==> src/logic/dcdcc_consts.vh <==
`ifndef DCDCC_CONSTS_VH
`define DCDCC_CONSTS_VH

// Register address in special function register space
`define DCDCC_CFG_ADDR      8'h96
`define DCDCC_CFG_RESET     8'h00
// Writable bits; the top bit is held at zero
`define DCDCC_CFG_WMASK     8'h7f

// Field positions
`define DCDCC_RESERVED_BIT  7
`define DCDCC_DIV_HI        6
`define DCDCC_DIV_LO        5
`define DCDCC_SARINV_BIT    4
`define DCDCC_SYSINV_BIT    3
`define DCDCC_ILIM_BIT      2
`define DCDCC_SLEEP_BIT     1
`define DCDCC_SRC_BIT       0

// Divider codes
`define DCDCC_DIV_BY1       2'h0
`define DCDCC_DIV_BY2       2'h1
`define DCDCC_DIV_BY4       2'h2
`define DCDCC_DIV_BY8       2'h3

`endif

==> src/logic/dcdcc_clock_config.v <==
`timescale 1ns/100ps
`include "dcdcc_consts.vh"

// Behaviour
// Bit 7 of the configuration register reads as zero and software writes zero to it.
// With the system clock selected the divider codes 00..11 divide it by 1, 2, 4 and 8.
// The divider field has no effect while the local oscillator is the source.
// With sync enabled the SAR clock is inverted when its inversion bit is 0, not when 1.
// The SAR inversion bit is ignored while sync is disabled.
// The system clock invert bit inverts the system clock ahead of the divider when 1.
// The current limit bit picks the lower peak threshold at 0 and the higher at 1.
// Enabled and asleep, the sleep bit ties the output node to battery at 0, floats it at 1.
// The source bit selects the local oscillator at 0 and the system clock path at 1.
// With sync enabled, tracking falls in the quiet interval and the SAR clock follows it.
// Setting changes switch the converter clock without runt pulses or glitches; at divide by 1 on the system clock an invert-only change never applies.
module dcdcc_clock_config (
  input  wire       ref_clk,
  input  wire       arst_n,
  input  wire [7:0] sfr_addr,
  input  wire [7:0] sfr_wdata,
  input  wire       sfr_wr,
  input  wire       sfr_rd,
  output reg  [7:0] sfr_rdata,
  input  wire       sys_clk_in,
  input  wire       local_osc_in,
  input  wire       sync_enable,
  input  wire       converter_enable,
  input  wire       sleep_mode,
  output wire       converter_clk,
  output wire       sar_clk,
  output wire       sar_track_en,
  output wire       peak_limit_high,
  output wire       node_tied_to_battery,
  output wire       node_floating
);

  reg  [7:0] converter_config_reg;
  reg        act_src_reg;
  reg  [1:0] act_div_reg;
  reg        act_inv_reg;
  reg        sys_prev_reg;
  reg  [2:0] div_cnt_reg;
  reg        conv_clk_reg;
  reg        sar_clk_reg;
  reg        track_reg;

  reg  [7:0] converter_config_next;
  reg  [7:0] sfr_rdata_next;
  reg        act_src_next;
  reg  [1:0] act_div_next;
  reg        act_inv_next;
  reg  [2:0] div_cnt_next;
  reg        conv_clk_next;
  reg        sar_clk_next;
  reg        track_next;

  wire       cfg_src;
  wire [1:0] cfg_div;
  wire       cfg_inv;
  wire       sys_act;
  wire       clk_cur;
  wire       clk_new;
  wire       settings_differ;
  wire       switch_ok;
  wire       wr_hit;
  wire       rd_hit;
  wire       sys_rise;
  wire       src_differ;
  wire       div_differ;
  wire       inv_differ;
  wire       asleep;

  // Address decode for the configuration register
  function addr_hit;
    input [7:0] addr;
    begin
      addr_hit = (addr == `DCDCC_CFG_ADDR);
    end
  endfunction

  // Converter clock from a given set of settings
  function pick_clk;
    input       src;
    input [1:0] div;
    input       sys;
    input       lo;
    input [2:0] cnt;
    begin
      if (!src) begin
        pick_clk = lo;
      end else begin
        case (div)
          `DCDCC_DIV_BY1: pick_clk = sys;
          `DCDCC_DIV_BY2: pick_clk = cnt[0];
          `DCDCC_DIV_BY4: pick_clk = cnt[1];
          `DCDCC_DIV_BY8: pick_clk = cnt[2];
          default:        pick_clk = sys;
        endcase
      end
    end
  endfunction

  assign cfg_src = converter_config_reg[`DCDCC_SRC_BIT];
  assign cfg_div = converter_config_reg[`DCDCC_DIV_HI:`DCDCC_DIV_LO];
  assign cfg_inv = converter_config_reg[`DCDCC_SYSINV_BIT];

  assign wr_hit   = sfr_wr && addr_hit(sfr_addr);
  assign rd_hit   = sfr_rd && addr_hit(sfr_addr);
  assign sys_rise = sys_act && !sys_prev_reg;

  // Inverted ahead of the divider
  assign sys_act = sys_clk_in ^ act_inv_reg;

  assign clk_cur = pick_clk(act_src_reg, act_div_reg, sys_act, local_osc_in, div_cnt_reg);
  assign clk_new = pick_clk(cfg_src, cfg_div, sys_clk_in ^ cfg_inv, local_osc_in,
                            div_cnt_reg);

  assign src_differ      = act_src_reg != cfg_src;
  assign div_differ      = act_div_reg != cfg_div;
  assign inv_differ      = act_inv_reg != cfg_inv;
  assign settings_differ = src_differ || div_differ || inv_differ;
  // Swap only while old and new clocks are both low
  assign switch_ok = settings_differ && !conv_clk_reg && !clk_cur && !clk_new;

  // Configuration register and read data
  always @* begin
    converter_config_next = converter_config_reg;
    sfr_rdata_next        = sfr_rdata;
    if (wr_hit) begin
      converter_config_next = sfr_wdata & `DCDCC_CFG_WMASK;
    end
    if (rd_hit) begin
      sfr_rdata_next = converter_config_reg & `DCDCC_CFG_WMASK;
    end else if (sfr_rd) begin
      sfr_rdata_next = 8'h00;
    end
  end

  always @(posedge ref_clk or negedge arst_n) begin
    if (!arst_n) begin
      converter_config_reg <= `DCDCC_CFG_RESET;
      sfr_rdata            <= 8'h00;
    end else begin
      converter_config_reg <= converter_config_next;
      sfr_rdata            <= sfr_rdata_next;
    end
  end

  // Divider counts rising edges of the possibly inverted system clock
  always @* begin
    div_cnt_next = div_cnt_reg;
    if (sys_rise) begin
      div_cnt_next = div_cnt_reg + 3'h1;
    end
  end

  always @(posedge ref_clk or negedge arst_n) begin
    if (!arst_n) begin
      sys_prev_reg <= 1'b0;
      div_cnt_reg  <= 3'h0;
    end else begin
      sys_prev_reg <= sys_act;
      div_cnt_reg  <= div_cnt_next;
    end
  end

  // Active settings swap only at a common low point
  always @* begin
    act_src_next  = act_src_reg;
    act_div_next  = act_div_reg;
    act_inv_next  = act_inv_reg;
    conv_clk_next = clk_cur;
    if (switch_ok) begin
      act_src_next  = cfg_src;
      act_div_next  = cfg_div;
      act_inv_next  = cfg_inv;
      conv_clk_next = 1'b0;
    end
  end

  always @(posedge ref_clk or negedge arst_n) begin
    if (!arst_n) begin
      act_src_reg  <= 1'b0;
      act_div_reg  <= `DCDCC_DIV_BY1;
      act_inv_reg  <= 1'b0;
      conv_clk_reg <= 1'b0;
    end else begin
      act_src_reg  <= act_src_next;
      act_div_reg  <= act_div_next;
      act_inv_reg  <= act_inv_next;
      conv_clk_reg <= conv_clk_next;
    end
  end

  // SAR clock and tracking window
  always @* begin
    sar_clk_next = 1'b0;
    track_next   = 1'b0;
    if (sync_enable) begin
      sar_clk_next = conv_clk_reg ^ ~converter_config_reg[`DCDCC_SARINV_BIT];
      track_next   = ~conv_clk_reg;
    end
  end

  always @(posedge ref_clk or negedge arst_n) begin
    if (!arst_n) begin
      sar_clk_reg <= 1'b0;
      track_reg   <= 1'b0;
    end else begin
      sar_clk_reg <= sar_clk_next;
      track_reg   <= track_next;
    end
  end

  // Outputs
  assign converter_clk        = conv_clk_reg;
  assign sar_clk              = sar_clk_reg;
  assign sar_track_en         = track_reg;
  assign peak_limit_high      = converter_config_reg[`DCDCC_ILIM_BIT];
  assign asleep               = converter_enable && sleep_mode;
  assign node_tied_to_battery = asleep && !converter_config_reg[`DCDCC_SLEEP_BIT];
  assign node_floating        = asleep && converter_config_reg[`DCDCC_SLEEP_BIT];

endmodule

==> config.mk <==
export PLATFORM = sky130hd
export DESIGN_NAME = dcdcc_clock_config
export DESIGN_NICKNAME = d
export VERILOG_FILES = /design/src/logic/dcdcc_clock_config.v
export VERILOG_INCLUDE_DIRS = /design/src /design/src/logic
export SDC_FILE = /design/constraint.sdc
export NUM_CORES = 1
export LEC_CHECK = 0
export BUFFER_PORTS_ARGS = -buffer_cell sky130_fd_sc_hd__buf_2
export CORE_MARGIN = 3
export CORE_UTILIZATION = 48
export DETAILED_ROUTE_END_ITERATION = 12
export GPL_ROUTABILITY_DRIVEN = 1
export PLACE_DENSITY = 0.81
export SLEW_MARGIN = 20
export SYNTH_ARGS = -nofsm -noshare
export SYNTH_HDL_FRONTEND = slang
export SYNTH_SLANG_ARGS = --single-unit
==> constraint.sdc <==
create_clock -name ref_clk -period 2.63 [get_ports ref_clk]
set_input_delay 0.1315 -clock ref_clk [delete_from_list [all_inputs] [get_ports ref_clk]]
set_output_delay 0.1315 -clock ref_clk [all_outputs]
set_load 0.01 [all_outputs]
Word-level counts from Yosys, hierarchy flattened
Index checks and enable logic that the tools add are counted.
Widths: inputs -> output; s select.
Word-level totals
  register bits after elaboration: 26
  bits in latches: 0
  bits in writable memories: 0
  bits in read-only memories: 0
  input bits: 25
  output and inout port bits: 14
  memories kept: 0
Operators by class
  add/sub/neg operators: 1
  multipliers: 0
  div/mod/pow operators: 0
  order comparisons: 0
  equal/unequal tests: 10
  shift-type cells: 0
  multiplexer cells: 9
  bitwise operators: 5
  reduce and logical (&&, ||, !) cells: 19
Operators by type and width (number)
  $mux 8: 2
  $logic_and 1x1->1: 9
  $eq 2x2->1 const B: 4
  $eq 8x8->1 const B: 1
  $pmux 1 s4: 2
  $logic_not 1->1: 5
  $mux 1: 5
  $eq 2x1->1 const B: 2
  $logic_not 2->1: 2
  $add 3x1->3 const B: 1
  $xor 1x1->1: 3
  $logic_or 1x1->1: 2
  $ne 1x1->1: 2
  $ne 2x2->1: 1
  $not 1->1: 2
  $reduce_bool 2->1: 1

Logic depth before layout (Yosys ltp)
  word-level depth: 7
  mapped depth: 6
  mapped depth without buffers: 5

Worst setup path before layout
No wires, ideal clock.
  path kind: register to register
  from: register act_div_reg[0]
  to: register act_div_reg[1]
  setup time: 0.128 ns
  arrival: 1.691 ns
  setup slack: 0.811 ns
  cell stages (with the launch flop): 6
  buffers on the path: 0
  clock period less this slack: 1.819 ns
  path through: dfrtp_1 > mux2_1 > a31oi_1 > o21ai_2 > nor4_4 > mux2_1
On the way
  word-level cells in the longest chain between the ends: 6
  elaborated cells on any way between the ends: 13
  classes of those cells: 4 x eq/ne; 2 x mux; 7 x reduce/logical
Ends and longest elaborated chain
  start, declared: RTL line dcdcc_clock_config.v:39  | reg [1:0] act_div_reg;
  start signal, assigned: RTL line dcdcc_clock_config.v:184  | act_div_reg <= `DCDCC_DIV_BY1;
  start signal, assigned: RTL line dcdcc_clock_config.v:189  | act_div_reg <= act_div_next;
  $eq 2x2->1, or another cell as far along: RTL line dcdcc_clock_config.v:92  | case (div)
  $pmux 1 s4 or $logic_or 1x1->1 (tied branches): RTL line dcdcc_clock_config.v:92, dcdcc_clock_config.v:121
  $mux 1 or $logic_or 1x1->1 (tied branches): RTL line dcdcc_clock_config.v:89, dcdcc_clock_config.v:121
  $logic_not 1->1 or $logic_and 1x1->1 (tied branches): RTL line dcdcc_clock_config.v:123  | assign switch_ok = settings_differ && !conv_clk_reg && !clk_cur && !clk_new;
  $logic_and 1x1->1 * (2 in a row): RTL line dcdcc_clock_config.v:123
Every way passes the cells marked *; elsewhere a longest branch is shown, timed or not.
A chain may end at the register's enable or synchronous reset.

Worst setup path after layout
Same ends and word-level chain as after synthesis.

==> impl_metrics.csv <==
group,metric,value,unit
route,remaining_drc_errors,0,
route,routed_via_density,4.976,
setup_path,r2r-end,"act_div_reg[1]",
yosys,synth_top_area_share,54.35,%
placed_design,hpwl,1627,um
finish,layout.cells.most_common,"buf_2",
global_routing,grt_max_degree,26,
sta,layout_setup_ws,0.6500,ns
clock_tree,cts-root-buf,"clkbuf_4",
sta,rsz0062_at_grt,"false",
global_routing,grt_pass1_vias,770,
sta,worst_slew_pin_slew,0.5962,ns
yosys,ys_seq_area_share,54.35,%
power,power.density,541.4,mW/mm^2
route,vias,821,
clock_tree,insertion_delay,0.30,ns
sta,drv_slew,0,
clock_tree,clk_pin_slew_worst_paths,0.13,ns
setup_path,worst_ep_required_time,2.83,ns
die,start_util,51.54,%
sta,hold_viol,0,
power,power_switching_share,26.68,%
sta,skew,0.001585,ns
sta,finalCriticalPeriod,1.980,ns
sta,setup_violations,0,
finish,areaGrowthSynthToFinish,20.54,%
outcome,status,"finished clean",
global_routing,grt_usage,15.89,%
clock_tree,cts_tree,"done",
yosys,synth_cells,99,
route,ant_nets,0,
yosys,synthArstFlopShare,100.0,%
route,drt-total-wl,2036,um
finish,multi_input_area,480.5,sq um
finish,fillers,191,
setup_path,worst_setup_path_end_kind,"register",
yosys,ys_top_cells_by_area,"dfrtp_1, mux2_2, xor2_1",
clock_tree,cts_setup_buffers,0,
yosys,netlist_area,0.001151,sq mm
placed_design,io_buffers,36,
die,die_h,54.97,um
setup_path,crit_type,"reg -> reg",
yosys,ys_ff_latch,25,
yosys,synth_edf_count,0,
sta,relSlewSlack,59.89,%
hold_path,holdCritStartpoint,"sfr_wdata[3]",
sta,fmax,505.1,MHz
hold_path,hold_path_class,"in -> reg",
yosys,synth-main-ff-cell,"dfrtp_1",
finish,drive_gt1_share,35.77,%
yosys,yosysWarnings,0,
route,wl_per_cell,12.34,um
power,p_comb_share,16.9,%
yosys,yosys.area.top_type,"dfrtp_1",
placed_design,dp_cells,160,
setup_path,cp_max_fo,4,
yosys,syn_nets,125,
power,p_sw,0.2004,mW
setup_path,r2r-start,"act_div_reg[0]",
finish,finalNetCount,164,
clock_tree,cts_buffer_depth,2,
die,ios,39,
run,max-cap-violations,0,
die,coreArea,0.002233,sq mm
placed_design,place_congestion,0.7835,
setup_path,r2r_cells,5,
setup_path,cp.arrival,2.18,ns
power,seqPwrFrac,61.2,%
clock_tree,htree_levels,1,
setup_path,setup.worst_path.start_class,"register",
hold_path,hold_depth,2,
yosys,avgSynthCellArea,11.63,sq um
route,firstDrtPassIters,4,
finish,layout.cells.non_filler,165,
global_routing,antenna_found_initial,0,
power,max-vdd-ir-drop,0.2932,mV
hold_path,min_to,"converter_config_reg[3]",
yosys,synthDistinctLibCells,28,
global_routing,grt_first_pass_wirelength,3401,um
sta,fin_setup_tns,0,ns
clock_tree,cts_resized,0,
power,internal-power,0.5508,mW
clock_tree,cts.sinks,25,
finish,layout_common_cells,"buf_2, dfrtp_1, nand2_1",
die,die_x,54.97,um
power,pwr-share-clk,21.9,%
setup_path,ff2ff_setup_slack,0.65,ns
die,dieArea,0.003022,sq mm
clock_tree,cts_buffers,3,
finish,register_area,625.6,sq um
route,drt_iter0_drc,12,
global_routing,grt.overflow.total,0,
die,fp-row-count,17,
finish,n_antenna_cell,0,
placed_design,place_worst_setup_slack,0.6598,ns
power,power,0.7513,mW
power,total_leakage_power,0.7258,nW
sta,hold_slack,0.04508,ns
sta,finalCritPeriodShare,75.28,%
==> worst max-delay path by stage <==
stage / startpoint / to / slack [ns] / depth (start not counted)
2_1_floorplan: act_div_reg[0] / act_div_reg[1] / 0.81 / 5
3_3_place_gp: act_div_reg[0] / act_inv_reg / 0.73 / 5
3_5_place_dp: act_div_reg[0] / act_div_reg[1] / 0.66 / 5
4_1_cts: act_div_reg[0] / act_div_reg[1] / 0.64 / 5
5_1_grt: act_div_reg[0] / act_inv_reg / 0.52 / 5
6_report: act_div_reg[0] / act_div_reg[1] / 0.65 / 5
==> stage by stage <==
stage,utilization (%),instance area [sq um]
3_5_place_dp,60.50,1351
5_1_grt,62.13,1388
2_1_floorplan,-,1151
3_3_place_gp,60.50,1351
4_1_cts,62.13,1388
6_report,62.13,1388
==> layer usage <==
layer / vias to the layer above / wire [um] / track usage, %
met3: 2 / 72 / 1.609
li1: 402 / - / -
met2: 14 / 1094 / 28.54
met4: 0 / 34 / 7.287
met5: - / 0 / 0
met1: 403 / 834 / 18.99
==> Yosys cell counts (2+ instances only) <==
cell type and n:
clkbuf_1 2, o21ai_1 5, xnor2_1 2, xor2_1 7, mux2i_1 3, nor2b_1 3
and2_1 2, inv_1 8, o21ai_0 3, mux2_2 8, nand2_1 11, dfrtp_1 25
mux2_1 5
==> critical path, cell delays in order (launching register included) <==
cell and delay [ns]:
dfrtp_1 0.44, mux2_1 0.35, a31oi_1 0.20, o21ai_2 0.10, nor4_4 0.42, mux2_1 0.36
==> what timing repair did <==
action,CTS,global route
setup endpoints to repair,0,0
hold buffers,1,0
hold endpoints to repair,25,0
==> final cells by class <==
type                       instances  area share (%)
sequential                        25           45.09
multi-input combinational         63           34.63
timing repair buffer              37           13.71
tap                               28           2.525
inverter                           8           2.164
clock buffer                       4           1.894
==> cells by family (layout without fill, tap and decap cells) <==
family | count (synthesis) | after routing | synth area share [%]
adder cells (fa/ha/maj) | 1 | 1 | 1.087
AO/OA/AOI/OAI | 11 | 11 | 5.217
flip-flops | 25 | 25 | 54.35
other | 1 | 1 | 0.3258
multiplexers | 16 | 16 | 15.33
buffers and inverters | 11 | 49 | 3.914
XOR/XNOR | 9 | 9 | 6.848
AND/OR/NAND/NOR | 25 | 25 | 12.94
==> power groups by stage <==
stage	logic (mW)	clock network, mW	registers (mW)
CTS	0.130	0.172	0.460
floorplan	0.0847	0	0.460
finish	0.127	0.164	0.460
global placement	0.121	0	0.467
detailed placement	0.128	0	0.467
global route	0.143	0.184	0.466
(Power assumes the default switching activity.)
